<file path="config.mk">
export PLATFORM = sky130hd
export DESIGN_NAME = wake_clk_ctrl
export DESIGN_NICKNAME = d
export VERILOG_FILES = /design/src/core/wake_clk_pkg.sv /design/src/core/wake_clk_ctrl.sv
export VERILOG_INCLUDE_DIRS = /design/src /design/src/core
export SDC_FILE = /design/constraint.sdc
export NUM_CORES = 1
export LEC_CHECK = 0
export BUFFER_PORTS_ARGS = -buffer_cell sky130_fd_sc_hd__buf_4
export CORE_MARGIN = 10
export CORE_UTILIZATION = 47
export DETAILED_ROUTE_END_ITERATION = 8
export PLACE_DENSITY = 0.85
export SLEW_MARGIN = 20
export SYNTH_ARGS = -nofsm -noshare
export SYNTH_HDL_FRONTEND = slang
export SYNTH_SLANG_ARGS = --single-unit
</file>
<file path="constraint.sdc">
create_clock -name aclk -period 1.7 [get_ports aclk]
set_input_delay 0.085 -clock aclk [delete_from_list [all_inputs] [get_ports aclk]]
set_output_delay 0.085 -clock aclk [all_outputs]
set_load 0.1 [all_outputs]
</file>
<file path="src/core/wake_clk_map.svh">
`ifndef WAKE_CLK_MAP_SVH
`define WAKE_CLK_MAP_SVH

// ----------------------------------------
// register byte offsets
// ----------------------------------------
`define CLK_MODE_OFFSET 8'h00
`define CTRL_OFFSET 8'h04
`define STATUS_OFFSET 8'h08

// ----------------------------------------
// clock mode register fields
// ----------------------------------------
`define CKS_MSB 7
`define CKS_LSB 5
`define FAST_WAKE_ENABLE_BIT 4
`define LTO_BIT 3
`define HTO_BIT 2
`define IDLE_ON_HALT_ENABLE_BIT 1
`define HIGH_CLOCK_SELECT_BIT 0
`define CLK_MODE_RESET 8'h03

// ----------------------------------------
// control register fields
// ----------------------------------------
`define IDLE_SYSCLK_KEEP_BIT 7
`define CTRL_RESET 8'h00

// ----------------------------------------
// stabilisation counts, in oscillator cycles
// ----------------------------------------
`define HIGH_XTAL_CYCLES 128
`define HIGH_RC_CYCLES 16
`define LOW_XTAL_CYCLES 128
`define LOW_RC_CYCLES 2

`define RESP_OKAY 2'b00
`define RESP_SLVERR 2'b10

`endif

</file>
<file path="src/core/wake_clk_pkg.sv">
package wake_clk_pkg;

  typedef enum logic [7:0] {
    st_run_fast = 8'h01,
    st_run_slow = 8'h02,
    st_idle0 = 8'h04,
    st_idle1 = 8'h08,
    st_sleep0 = 8'h10,
    st_sleep1 = 8'h20,
    st_wake = 8'h40,
    st_fast_wake = 8'h80
  } pmode_t;

  typedef struct packed {
    pmode_t state;
    logic src_high;
    logic high_run;
    logic high_osc_ready_flag;
    logic low_osc_ready_flag;
    logic [7:0] hcnt;
    logic [7:0] lcnt;
    logic [5:0] div_cnt;
    logic [2:0] cks;
    logic fast_wake_enable;
    logic idle_on_halt_enable;
    logic high_clock_select;
    logic idle_sysclk_keep;
    logic sys_tick;
    logic div16_tick;
    logic div64_tick;
    logic cpu_run;
    logic awready;
    logic wready;
    logic aw_got;
    logic w_got;
    logic [7:0] awaddr;
    logic [31:0] wdata;
    logic [3:0] wstrb;
    logic bvalid;
    logic [1:0] bresp;
    logic arready;
    logic rvalid;
    logic [31:0] rdata;
    logic [1:0] rresp;
  } state_t;

endpackage

</file>
<file path="src/core/wake_clk_ctrl.sv">
// Our own choices: the placing of the registers and the AXI4-Lite slave port.
`timescale 1ns/100ps
`include "wake_clk_map.svh"
// Functional notes
// RULE1 - fast wake runs system from sub clock
// RULE2 - fast wake only from SLEEP1 or IDLE0
// RULE3 - fast wake ignored waking from SLEEP0
// RULE4 - fast_wake_enable bit enables fast wake
// RULE5 - crystal fast wake resumes within 1~2 sub ticks
// RULE6 - after 128 crystal cycles set ready, switch
// RULE7 - RC wake: 15~16 high or 1~2 low
// RULE8 - RC system oscillator ignores fast_wake_enable
// RULE9 - watchdog off: no fast wake from SLEEP0
// RULE10 - mode bits switch speed; halt enters power-down
// RULE11 - halt picks IDLE/SLEEP and IDLE variant
// RULE12 - moving to sub clock stops high oscillator
// RULE13 - software clears select, divider 000/001 for slow
// RULE14 - slow from option oscillator; software checks ready
// RULE15 - software sets select or divider 010-111
// RULE16 - returning fast waits oscillator stabilisation time
// RULE17 - divider codes select sub or high divisions
// RULE18 - low ready after 128 or 1~2 cycles
// RULE19 - IDLE keeps system clock only if keep set
// RULE20 - source changeovers happen on clean tick boundaries
module wake_clk_ctrl
  import wake_clk_pkg::*;
#(
  parameter int HIGH_XTAL_CYCLES = `HIGH_XTAL_CYCLES,
  parameter int HIGH_RC_CYCLES = `HIGH_RC_CYCLES,
  parameter int LOW_XTAL_CYCLES = `LOW_XTAL_CYCLES,
  parameter int LOW_RC_CYCLES = `LOW_RC_CYCLES
)
(
  input wire logic aclk,
  input wire logic aresetn,
  input wire logic [7:0] s_axi_awaddr,
  input wire logic s_axi_awvalid,
  output logic s_axi_awready,
  input wire logic [31:0] s_axi_wdata,
  input wire logic [3:0] s_axi_wstrb,
  input wire logic s_axi_wvalid,
  output logic s_axi_wready,
  output logic [1:0] s_axi_bresp,
  output logic s_axi_bvalid,
  input wire logic s_axi_bready,
  input wire logic [7:0] s_axi_araddr,
  input wire logic s_axi_arvalid,
  output logic s_axi_arready,
  output logic [31:0] s_axi_rdata,
  output logic [1:0] s_axi_rresp,
  output logic s_axi_rvalid,
  input wire logic s_axi_rready,
  input wire logic high_osc_tick,
  input wire logic sub_osc_tick,
  input wire logic high_is_crystal,
  input wire logic low_is_crystal,
  input wire logic watchdog_enable,
  input wire logic lvd_enable,
  input wire logic halt_exec,
  input wire logic wake_event,
  output logic sys_tick,
  output logic cpu_run,
  output logic high_osc_run,
  output logic sub_osc_run,
  output logic div16_tick,
  output logic div64_tick
);

  // ----------------------------------------
  // parameter checks
  // ----------------------------------------
  if (HIGH_XTAL_CYCLES < 1 || HIGH_XTAL_CYCLES > 255 || HIGH_RC_CYCLES < 1 || HIGH_RC_CYCLES > 255 ||
      LOW_XTAL_CYCLES < 1 || LOW_XTAL_CYCLES > 255 || LOW_RC_CYCLES < 1 || LOW_RC_CYCLES > 255)
  begin : g_bad_count
    $error("stabilisation counts must lie in 1..255");
  end

  // ----------------------------------------
  // decoding helpers
  // ----------------------------------------
  function automatic logic [1:0] reg_index(input logic [7:0] addr);
    unique case (addr)
      `CLK_MODE_OFFSET: reg_index = 2'd0;
      `CTRL_OFFSET: reg_index = 2'd1;
      `STATUS_OFFSET: reg_index = 2'd2;
      default: reg_index = 2'd3;
    endcase
  endfunction

  // mask of low divider bits that must all be set for one divided tick
  function automatic logic [5:0] div_mask(input logic [2:0] cks);
    unique case (cks)
      3'b010: div_mask = 6'h3f;
      3'b011: div_mask = 6'h1f;
      3'b100: div_mask = 6'h0f;
      3'b101: div_mask = 6'h07;
      3'b110: div_mask = 6'h03;
      3'b111: div_mask = 6'h01;
      default: div_mask = 6'h00;
    endcase
  endfunction

  state_t s;
  state_t next_s;
  logic want_high;
  logic halted;
  logic run;
  logic high_div_tick;
  logic src_tick;
  logic src_ready;
  logic [7:0] hlimit;
  logic [7:0] llimit;
  logic [7:0] mode_byte;

  assign s_axi_awready = s.awready;
  assign s_axi_wready = s.wready;
  assign s_axi_bvalid = s.bvalid;
  assign s_axi_bresp = s.bresp;
  assign s_axi_arready = s.arready;
  assign s_axi_rvalid = s.rvalid;
  assign s_axi_rdata = s.rdata;
  assign s_axi_rresp = s.rresp;
  assign sys_tick = s.sys_tick;
  assign cpu_run = s.cpu_run;
  assign high_osc_run = s.high_run;
  // sub clock stops only in SLEEP0, which halt picks when idle is off and watchdog and lvd are both off
  assign sub_osc_run = s.state != st_sleep0;
  assign div16_tick = s.div16_tick;
  assign div64_tick = s.div64_tick;

  always_comb
  begin
    next_s = s;
    // RULE17 divider decode
    want_high = s.high_clock_select || (s.cks[2:1] != 2'b00);
    run = (s.state == st_run_fast) || (s.state == st_run_slow);
    halted = (s.state == st_idle0) || (s.state == st_idle1) || (s.state == st_sleep0) || (s.state == st_sleep1);
    high_div_tick = high_osc_tick && (s.high_clock_select || ((s.div_cnt & div_mask(s.cks)) == div_mask(s.cks)));
    src_tick = s.src_high ? high_div_tick : sub_osc_tick;
    src_ready = s.src_high ? s.high_osc_ready_flag : s.low_osc_ready_flag;
    hlimit = high_is_crystal ? 8'(HIGH_XTAL_CYCLES - 1) : 8'(HIGH_RC_CYCLES - 1);
    llimit = low_is_crystal ? 8'(LOW_XTAL_CYCLES - 1) : 8'(LOW_RC_CYCLES - 1);
    mode_byte = {s.cks, s.fast_wake_enable, s.low_osc_ready_flag, s.high_osc_ready_flag, s.idle_on_halt_enable, s.high_clock_select};

    // ----------------------------------------
    // oscillator ready counters
    // ----------------------------------------
    // RULE16 high ready after its stabilisation count
    if (!s.high_run)
    begin
      next_s.high_osc_ready_flag = 1'b0;
      next_s.hcnt = 8'h00;
    end
    else if (!s.high_osc_ready_flag && high_osc_tick)
    begin
      next_s.hcnt = s.hcnt + 8'h01;
      next_s.high_osc_ready_flag = s.hcnt == hlimit;
    end
    // RULE18 low ready count restarts whenever the sub clock stopped
    if (s.state == st_sleep0)
    begin
      next_s.low_osc_ready_flag = 1'b0;
      next_s.lcnt = 8'h00;
    end
    else if (!s.low_osc_ready_flag && sub_osc_tick)
    begin
      next_s.lcnt = s.lcnt + 8'h01;
      next_s.low_osc_ready_flag = s.lcnt == llimit;
    end
    if (high_osc_tick && s.high_run)
      next_s.div_cnt = s.div_cnt + 6'h01;

    // ----------------------------------------
    // power mode sequencing
    // ----------------------------------------
    next_s.sys_tick = 1'b0;
    next_s.cpu_run = 1'b0;
    unique case (s.state)
      st_run_fast, st_run_slow:
      begin
        next_s.cpu_run = 1'b1;
        next_s.sys_tick = src_tick;
        // RULE10 halt is the only way into power-down
        if (halt_exec)
        begin
          next_s.cpu_run = 1'b0;
          // RULE11 idle vs sleep, then idle variant
          if (s.idle_on_halt_enable)
            next_s.state = s.idle_sysclk_keep ? st_idle1 : st_idle0;
          // RULE9 no sub clock means SLEEP0
          else
            next_s.state = (watchdog_enable || lvd_enable) ? st_sleep1 : st_sleep0;
          if (!(s.idle_on_halt_enable && s.idle_sysclk_keep))
            next_s.high_run = 1'b0;
        end
        // RULE20 change source only on the new source's own tick
        else if (s.src_high && !want_high && sub_osc_tick)
        begin
          // RULE12 high oscillator and its divided ticks stop
          next_s.src_high = 1'b0;
          next_s.high_run = 1'b0;
          next_s.state = st_run_slow;
        end
        else if (!s.src_high && want_high)
        begin
          // RULE16 switch only once high oscillator is stable
          next_s.high_run = 1'b1;
          if (s.high_osc_ready_flag && high_osc_tick)
          begin
            next_s.src_high = 1'b1;
            next_s.state = st_run_fast;
          end
        end
      end
      st_idle1:
      begin
        // RULE19 peripherals keep the system clock
        next_s.sys_tick = src_tick;
        if (wake_event)
          next_s.state = st_wake;
      end
      st_idle0, st_sleep0, st_sleep1:
      begin
        if (wake_event)
        begin
          next_s.high_run = s.src_high;
          // RULE2 RULE3 RULE4 RULE8 fast wake only crystal, enabled, sub running
          if (s.src_high && high_is_crystal && s.fast_wake_enable && s.state != st_sleep0)
            next_s.state = st_fast_wake;
          else
            next_s.state = st_wake;
        end
      end
      st_wake:
      begin
        // RULE7 resume after the source's ready count
        if (src_ready && src_tick)
        begin
          next_s.state = s.src_high ? st_run_fast : st_run_slow;
          next_s.cpu_run = 1'b1;
          next_s.sys_tick = 1'b1;
        end
      end
      st_fast_wake:
      begin
        // RULE1 RULE5 run from sub clock at its first tick
        next_s.cpu_run = 1'b1;
        next_s.sys_tick = sub_osc_tick;
        // RULE6 RULE20 hand over on a high tick once ready
        if (s.high_osc_ready_flag && high_osc_tick)
        begin
          next_s.state = st_run_fast;
          next_s.sys_tick = high_div_tick;
        end
      end
    endcase
    next_s.div16_tick = s.high_run && high_osc_tick && (s.div_cnt[3:0] == 4'hf);
    next_s.div64_tick = s.high_run && high_osc_tick && (s.div_cnt == 6'h3f);

    // ----------------------------------------
    // register bus
    // ----------------------------------------
    if (s_axi_awvalid && s.awready)
    begin
      next_s.awready = 1'b0;
      next_s.aw_got = 1'b1;
      next_s.awaddr = s_axi_awaddr;
    end
    if (s_axi_wvalid && s.wready)
    begin
      next_s.wready = 1'b0;
      next_s.w_got = 1'b1;
      next_s.wdata = s_axi_wdata;
      next_s.wstrb = s_axi_wstrb;
    end
    if (s.aw_got && s.w_got && !s.bvalid)
    begin
      next_s.aw_got = 1'b0;
      next_s.w_got = 1'b0;
      next_s.bvalid = 1'b1;
      next_s.bresp = `RESP_OKAY;
      unique case (reg_index(s.awaddr))
        2'd0:
          if (s.wstrb[0])
          begin
            // RULE13 RULE15 software picks the mode through these fields
            next_s.cks = s.wdata[`CKS_MSB:`CKS_LSB];
            next_s.fast_wake_enable = s.wdata[`FAST_WAKE_ENABLE_BIT];
            next_s.idle_on_halt_enable = s.wdata[`IDLE_ON_HALT_ENABLE_BIT];
            next_s.high_clock_select = s.wdata[`HIGH_CLOCK_SELECT_BIT];
          end
        2'd1:
          if (s.wstrb[0])
            next_s.idle_sysclk_keep = s.wdata[`IDLE_SYSCLK_KEEP_BIT];
        // status writes are accepted and ignored
        2'd2: next_s.bresp = `RESP_OKAY;
        default: next_s.bresp = `RESP_SLVERR;
      endcase
    end
    if (s.bvalid && s_axi_bready)
    begin
      next_s.bvalid = 1'b0;
      next_s.awready = 1'b1;
      next_s.wready = 1'b1;
    end
    if (s_axi_arvalid && s.arready)
    begin
      next_s.arready = 1'b0;
      next_s.rvalid = 1'b1;
      next_s.rresp = `RESP_OKAY;
      next_s.rdata = 32'h0000_0000;
      unique case (reg_index(s_axi_araddr))
        // RULE14 ready flags visible to software
        2'd0: next_s.rdata = {24'h00_0000, mode_byte};
        2'd1: next_s.rdata = {24'h00_0000, s.idle_sysclk_keep, 7'h00};
        2'd2: next_s.rdata = {21'h00_0000, s.state != st_sleep0, s.high_run, s.src_high, s.state};
        default: next_s.rresp = `RESP_SLVERR;
      endcase
    end
    if (s.rvalid && s_axi_rready)
    begin
      next_s.rvalid = 1'b0;
      next_s.arready = 1'b1;
    end
  end

  always_ff @(posedge aclk)
  begin
    if (!aresetn)
    begin
      s <= '0;
      s.state <= st_run_fast;
      s.src_high <= 1'b1;
      s.high_run <= 1'b1;
      {s.cks, s.fast_wake_enable} <= 4'h0;
      s.idle_on_halt_enable <= 1'(`CLK_MODE_RESET >> `IDLE_ON_HALT_ENABLE_BIT);
      s.high_clock_select <= 1'(`CLK_MODE_RESET >> `HIGH_CLOCK_SELECT_BIT);
      s.idle_sysclk_keep <= 1'(`CTRL_RESET >> `IDLE_SYSCLK_KEEP_BIT);
      s.awready <= 1'b1;
      s.wready <= 1'b1;
      s.arready <= 1'b1;
    end
    else
    begin
      s <= next_s;
    end
  end
endmodule

</file>
# Yosys cells after proc, flatten, opt, wreduce, memory -nomap -nowiden
# Cells that the tools add are included.
# op_classes
mux	35
bitwise	3
n_eq_ne	35
n_addsub	3
n_reduce_logical	53
# op_table
op	count
two-way mux 8 bit	6
case mux 8 bit (5 select lines)	1
case mux 6 bit (6 select lines)	1
case mux 11 bit (3 select lines)	1
equality test 8 x 3 -> 1 bit, second input constant	3
equality test 8 x 4 -> 1 bit, second input constant	3
logical AND 1 bit	22
two-way mux 10 bit	2
adder 8 x 1 -> 8 bit, second input constant	2
equality test 8 x 7 -> 1 bit	2
logical NOT 8 bit	2
two-way mux 7 bit	2
equality test 3 bit, second input constant	4
two-way mux 6 bit	2
case mux 2 bit (3 select lines)	2
OR reduction 3 bit	4
two-way mux 2 bit	5
OR reduction 2 bit	5
two-way mux 9 bit	1
equality test 8 x 1 -> 1 bit, second input constant	1
equality test 8 x 2 -> 1 bit, second input constant	1
equality test 8 x 5 -> 1 bit, second input constant	1
equality test 8 x 6 -> 1 bit, second input constant	1
equality test 8 x 7 -> 1 bit, second input constant	1
other kinds (26)	54
# word_totals
out_inout_bits	47
regBits	105
inputBits	67
elab_cells	159

# Longest topological paths before layout
# depth
depth_word	10
ltp_mapped	7
depth_no_buf	6

# Worst setup path before layout
# OpenSTA, ideal clock, no wires.
# synth_path
path_kind	reg-to-reg
start	register s[131] (netlist name)
end	register s[130] (netlist name)
required_ps	1614
n_path_buf	0
setup_time_ps	86
stages_incl_launch_ff	6
path_slack_ps	-852
t_arrival_ps	2466
period_less_slack_ps	2552
path_cell_list	dfxtp_1 -> nor4_4 -> nand4b_1 -> nand4_1 -> a2bb2oi_1 -> a211oi_1
# synth_between
elab_chain_len	5
word_cells_on_any_way	22
cone_classes	15 x eq/ne; 3 x mux; 4 x reduce/logical
# synth_lines
element	line	rtl
start, declared	wake_clk_ctrl.sv:103	state_t s;
start signal, assigned	wake_clk_ctrl.sv:345	s <= next_s;
inequality test 8 x 5 -> 1 bit	n/a	
net sub_osc_run	wake_clk_ctrl.sv:64	output logic sub_osc_run,
logical AND 1 bit	wake_clk_ctrl.sv:228	if (s.src_high && high_is_crystal && s.fast_wake_enable && s.state != st_sleep0)
two-way mux 8 bit	wake_clk_ctrl.sv:228	
two-way mux 8 bit	wake_clk_ctrl.sv:224	if (wake_event)
case mux 8 bit (5 select lines)	wake_clk_ctrl.sv:178	unique case (s.state)
# The timed path passes the listed nets, and every way through them passes these cells. The select of a mux whose other input is x is not followed.
# A chain may end at the register's enable or synchronous reset.

# Worst setup path in the final report
# layout_path
start	register s[76] (netlist name)
end	register s (netlist bit mode_byte[6])
# layout_between
elab_chain_len	5
word_cells_on_any_way	7
cone_classes	2 x eq/ne; 2 x mux; 3 x reduce/logical
# layout_lines
element	line	rtl
equality test 8 x 4 -> 1 bit (tied with other cells)	wake_clk_ctrl.sv:82	unique case (addr)
case mux 2 bit (3 select lines) *	wake_clk_ctrl.sv:82	
two-way mux 2 bit *	wake_clk_ctrl.sv:276	if (s.aw_got && s.w_got && !s.bvalid)
logical NOT 2 bit *	wake_clk_ctrl.sv:282	unique case (reg_index(s.awaddr))
AND reduction 3 bit (no source line) *	n/a	
# Mark *: on every way between the ends. The rest lies on a longest branch, timed or not. The select of a mux whose other input is x is not followed.

==> load_flow_metrics.sql <==
INSERT INTO impl_metrics (metric_group, metric, value, unit) VALUES
('synth', 'synthArstFlopShare', '0', ''),
('synth', 'yosysMostFrequentCell', 'sky130_fd_sc_hd__dfxtp_1', ''),
('floorplanning', 'ios', '114', ''),
('cells_and_area', 'nets', '639', ''),
('worst_setup_path', 'worstReg2RegStart', 's[76]$_SDFFE_PN0P_', ''),
('synth', 'synth_area', '3891', 'um2'),
('worst_setup_path', 'critical_path_startpoint_category', 'flop', ''),
('cells_and_area', 'finish.instance_area', '5042', 'um2'),
('flow_run', 'maxCapViolCount', '0', ''),
('timing', 'report.final.hold_viol_count', '0', ''),
('synth', 'yosys.area_share.adder', '0.009646', ''),
('cts', 'cts_root_buf', 'sky130_fd_sc_hd__clkbuf_8', ''),
('timing', 'fin_skew', '10.33', 'ps'),
('worst_setup_path', 'end_kind', 'flop', ''),
('synth', 'largest_family_of_logic_cells_by_synthesized_area', 'simple AND/OR/NAND/NOR gates', ''),
('worst_setup_path', 'crit-reg2reg-capture', 'mode_byte[6]$_SDFFE_PN0P_', ''),
('pwr', 'power_density', '916.7', 'nW/um2'),
('synth', 'synthTopCellsByArea', 'sky130_fd_sc_hd__dfxtp_1 41%, sky130_fd_sc_hd__buf_4 6.9%, sky130_fd_sc_hd__nor2_1 6.7%', ''),
('floorplanning', 'die_width', '111.0', 'um'),
('cts', 'cts.sink_count', '80', ''),
('detailed_routing', 'via_per_inst', '5.406', ''),
('detailed_routing', 'wire_per_inst', '16.18', 'um'),
('run_status', 'violations_in_the_final_reports', 'setup timing', ''),
('detailed_routing', 'drt-initial-drc-count', '187', ''),
('synth', 'synth_cells', '468', ''),
('worst_setup_path', 'r2r_cells', '6', ''),
('synth', 'syn_area_cell', '8.315', 'um2'),
('worst_setup_path', 'reg2reg_setup_slack', '-120', 'ps'),
('global_routing', 'grt.overflow.total', '0', ''),
('synth', 'synthXorXnorAreaFrac', '0.04952', ''),
('cells_and_area', 'antenna_cells', '0', ''),
('detailed_routing', 'ant_nets', '0', ''),
('synth', 'synth_top_area_cell', 'sky130_fd_sc_hd__dfxtp_1', ''),
('timing', 'final_max_slew_viol_count', '0', ''),
('timing', 'final.period_utilization', '1.071', ''),
('cells_and_area', 'syn2layout_area_growth', '29.58', '%'),
('floorplanning', 'initial_cell_density_of_the_core', '0.4784', ''),
('run_status', 'run_status', 'finished with violations', ''),
('timing', 'post-route-worst-setup-slack', '-119.9', 'ps'),
('worst_setup_path', 'worstSetupPathType', 'reg2reg', ''),
('timing', 'rsz0062_at_grt', 'true', ''),
('cts', 'worst_skew_pair.late_latency', '360', 'ps'),
('detailed_routing', 'wirelength', '10970', 'um'),
('cts', 'tritoncts', 'done', ''),
('timing', 'layout_min_cycle_time', '1820', 'ps'),
('worst_setup_path', 'setup_crit_start', 's[76]$_SDFFE_PN0P_', ''),
('pwr', 'post-layout-total-power', '4.622', 'mW'),
('global_routing', 'globalRouteTotalUtil', '0.1721', ''),
('worst_setup_path', 'worst_path_maximum_fanout', '6', ''),
('synth', 'synth-simple-area-share', '0.2605', ''),
('placed_design', 'placed_area', '4547', 'um2'),
('global_routing', 'grt_pass1_wl', '17860', 'um'),
('cells_and_area', 'final_cell_count_no_fill', '678', ''),
('synth', 'number_of_warnings_reported_in_the_yosys_synthesis_log', '0', ''),
('synth', 'most_frequent_cells_after_synthesis', '80 x sky130_fd_sc_hd__dfxtp_1, 69 x sky130_fd_sc_hd__nor2_1, 50 x sky130_fd_sc_hd__nand2_1', ''),
('worst_setup_path', 'arrival', '2060', 'ps'),
('hold_path', 'min_path_type', 'in2reg', ''),
('synth', 'number_of_different_library_cells_in_the_post_synthesis_netlist', '55', ''),
('cts', 'cts_buffer_depth', '2', ''),
('placed_design', 'detailedPlacementHpwl', '7493', 'um'),
('cts', 'numCtsBuffers', '9', ''),
('synth', 'ys_dominant_reg_cell', 'sky130_fd_sc_hd__dfxtp_1', ''),
('pwr', 'vdd.ir_drop.worst', '0.0006172', 'V'),
('synth', 'synth_mux_area_frac', '0.05981', ''),
('detailed_routing', 'routed-via-count', '3665', ''),
('synth', 'synth-edff-count', '0', ''),
('timing', 'setup_viol', '26', ''),
('floorplanning', 'die_h', '111.0', 'um'),
('global_routing', 'grt_antenna_before_repair', '0', ''),
('synth', 'synth_seq_area_share', '0.4116', ''),
('cts', 'cts.reportedPaths.clkPinSlew', '80', 'ps');
==> critical path, cell delays in order, from the launching register on <==
cell                      delay, ps
sky130_fd_sc_hd__dfxtp_2        330
sky130_fd_sc_hd__or4_4          550
sky130_fd_sc_hd__nor3_4         160
sky130_fd_sc_hd__nand3_2        120
sky130_fd_sc_hd__nor2_4         230
sky130_fd_sc_hd__mux2i_1        250
sky130_fd_sc_hd__nor2_1          60
==> state kept, by name, indices dropped and copies added (netlist names) <==
register and flops:
mode_byte 8, s_axi_rresp 1, div16_tick 1, s_axi_bresp 1, s_axi_arready 1, s_axi_bvalid 1
sys_tick 1, cpu_run 1, s_axi_rvalid 1, s_axi_awready 1, high_osc_run 1, s 49
s_axi_wready 1, s_axi_rdata 11, div64_tick 1
==> cells by family after synthesis <==
| kind of cell | after synthesis |
|---|---|
| XOR/XNOR | 22 |
| AND/OR/NAND/NOR | 203 |
| flip-flops | 80 |
| other | 1 |
| adder cells (fa/ha/maj) | 3 |
| multiplexers | 23 |
| AO/OA/AOI/OAI | 73 |
| buffers and inverters | 63 |
==> routing by layer <==
metal  wire length (um)  part of all wire  GRT usage
met3                791             0.072    0.04870
met5                  0                 0          0
met2               5735              0.52     0.3074
met1               4135              0.38     0.1883
met4                308             0.028    0.06337
==> layout by cell type (no fill, tap or decap), types with 2 or more instances in the layout <==
master                          Yosys  routed
sky130_fd_sc_hd__nand4_1            8       8
sky130_fd_sc_hd__xor2_1            16      16
sky130_fd_sc_hd__nor4_4             2       2
sky130_fd_sc_hd__buf_6              1       2
sky130_fd_sc_hd__a31oi_1            5       4
sky130_fd_sc_hd__a32o_2             2       2
sky130_fd_sc_hd__clkbuf_8           0      10
sky130_fd_sc_hd__nor3_4             0       2
sky130_fd_sc_hd__o21ai_0            9       9
sky130_fd_sc_hd__nand3_1           32      29
sky130_fd_sc_hd__a31o_1             2       2
sky130_fd_sc_hd__and3_1             5       5
sky130_fd_sc_hd__nor2b_1            5       5
sky130_fd_sc_hd__nand3_2            1       4
sky130_fd_sc_hd__nor3b_1            2       2
sky130_fd_sc_hd__a21oi_1           40      39
sky130_fd_sc_hd__ha_1               3       3
sky130_fd_sc_hd__mux2i_1           21      21
sky130_fd_sc_hd__inv_1             10      10
sky130_fd_sc_hd__conb_1             1      23
sky130_fd_sc_hd__or4_1              3       2
sky130_fd_sc_hd__o21ai_1            3       2
sky130_fd_sc_hd__bufinv_16          0       3
sky130_fd_sc_hd__nor2_1            69      69
sky130_fd_sc_hd__dlygate4sd3_1      0      14
sky130_fd_sc_hd__xnor2_1            6       6
sky130_fd_sc_hd__dfxtp_1           80      67
sky130_fd_sc_hd__nand2b_1           3       2
sky130_fd_sc_hd__nand2_1           50      50
sky130_fd_sc_hd__nor4_1             2       2
sky130_fd_sc_hd__dfxtp_2            0      12
sky130_fd_sc_hd__nand4b_1           2       2
sky130_fd_sc_hd__or3_1              2       2
sky130_fd_sc_hd__buf_4             36     105
sky130_fd_sc_hd__nor3_1             6       6
==> final cells by class <==
type	instances	area (um2)	share of cell area
clock buffer	10	137.6	0.02730
clock inverter	5	103.9	0.02060
inverter	10	37.54	0.007444
multi-input combinational	347	2061	0.4087
sequential	80	1620	0.3213
tap	105	131.4	0.02605
timing repair buffer	121	950.9	0.1886
==> worst min-delay path by stage <==
stage,to,from,cells past startpoint
3_3_place_gp,s_axi_arready$_SDFFE_PP1P_,s_axi_rready,2
2_1_floorplan,s_axi_wready$_SDFFE_PP1P_,s_axi_bready,2
4_1_cts,s[77]$_SDFFE_PN0P_,s_axi_awaddr[2],3
6_report,s[79]$_SDFFE_PN0P_,s_axi_awaddr[4],3
3_5_place_dp,s_axi_arready$_SDFFE_PP1P_,s_axi_rready,2
5_1_grt,s[79]$_SDFFE_PN0P_,s_axi_awaddr[4],3
==> through the flow <==
stage,hold slack (ps),setup slack [ps],utilization
2_1_floorplan,225.2,-812.9,-
3_3_place_gp,326.7,-115.2,0.5590
3_5_place_dp,334.8,-201.9,0.5590
4_1_cts,2.555,-66.69,0.6168
5_1_grt,1.338,-234.8,0.6199
6_report,11.43,-119.9,0.6199
==> timing repair <==
item | in CTS | in global routing
pin swaps | 6 | 4
resized for setup | 19 | 4
endpoints found under the setup margin | 15 | 26
endpoints found under the hold margin | 13 | 0
hold buffers | 14 | 0
buffers inserted | 3 | 1
==> power by group <==
part | total [mW] | internal, mW | leakage, nW | switching [mW]
clock network | 1.71 | 1.01 | 0.123 | 0.701
registers | 2.02 | 1.94 | 0.655 | 0.0739
logic | 0.896 | 0.286 | 1.39 | 0.610
Note: power is estimated with default switching activity, not from simulation.
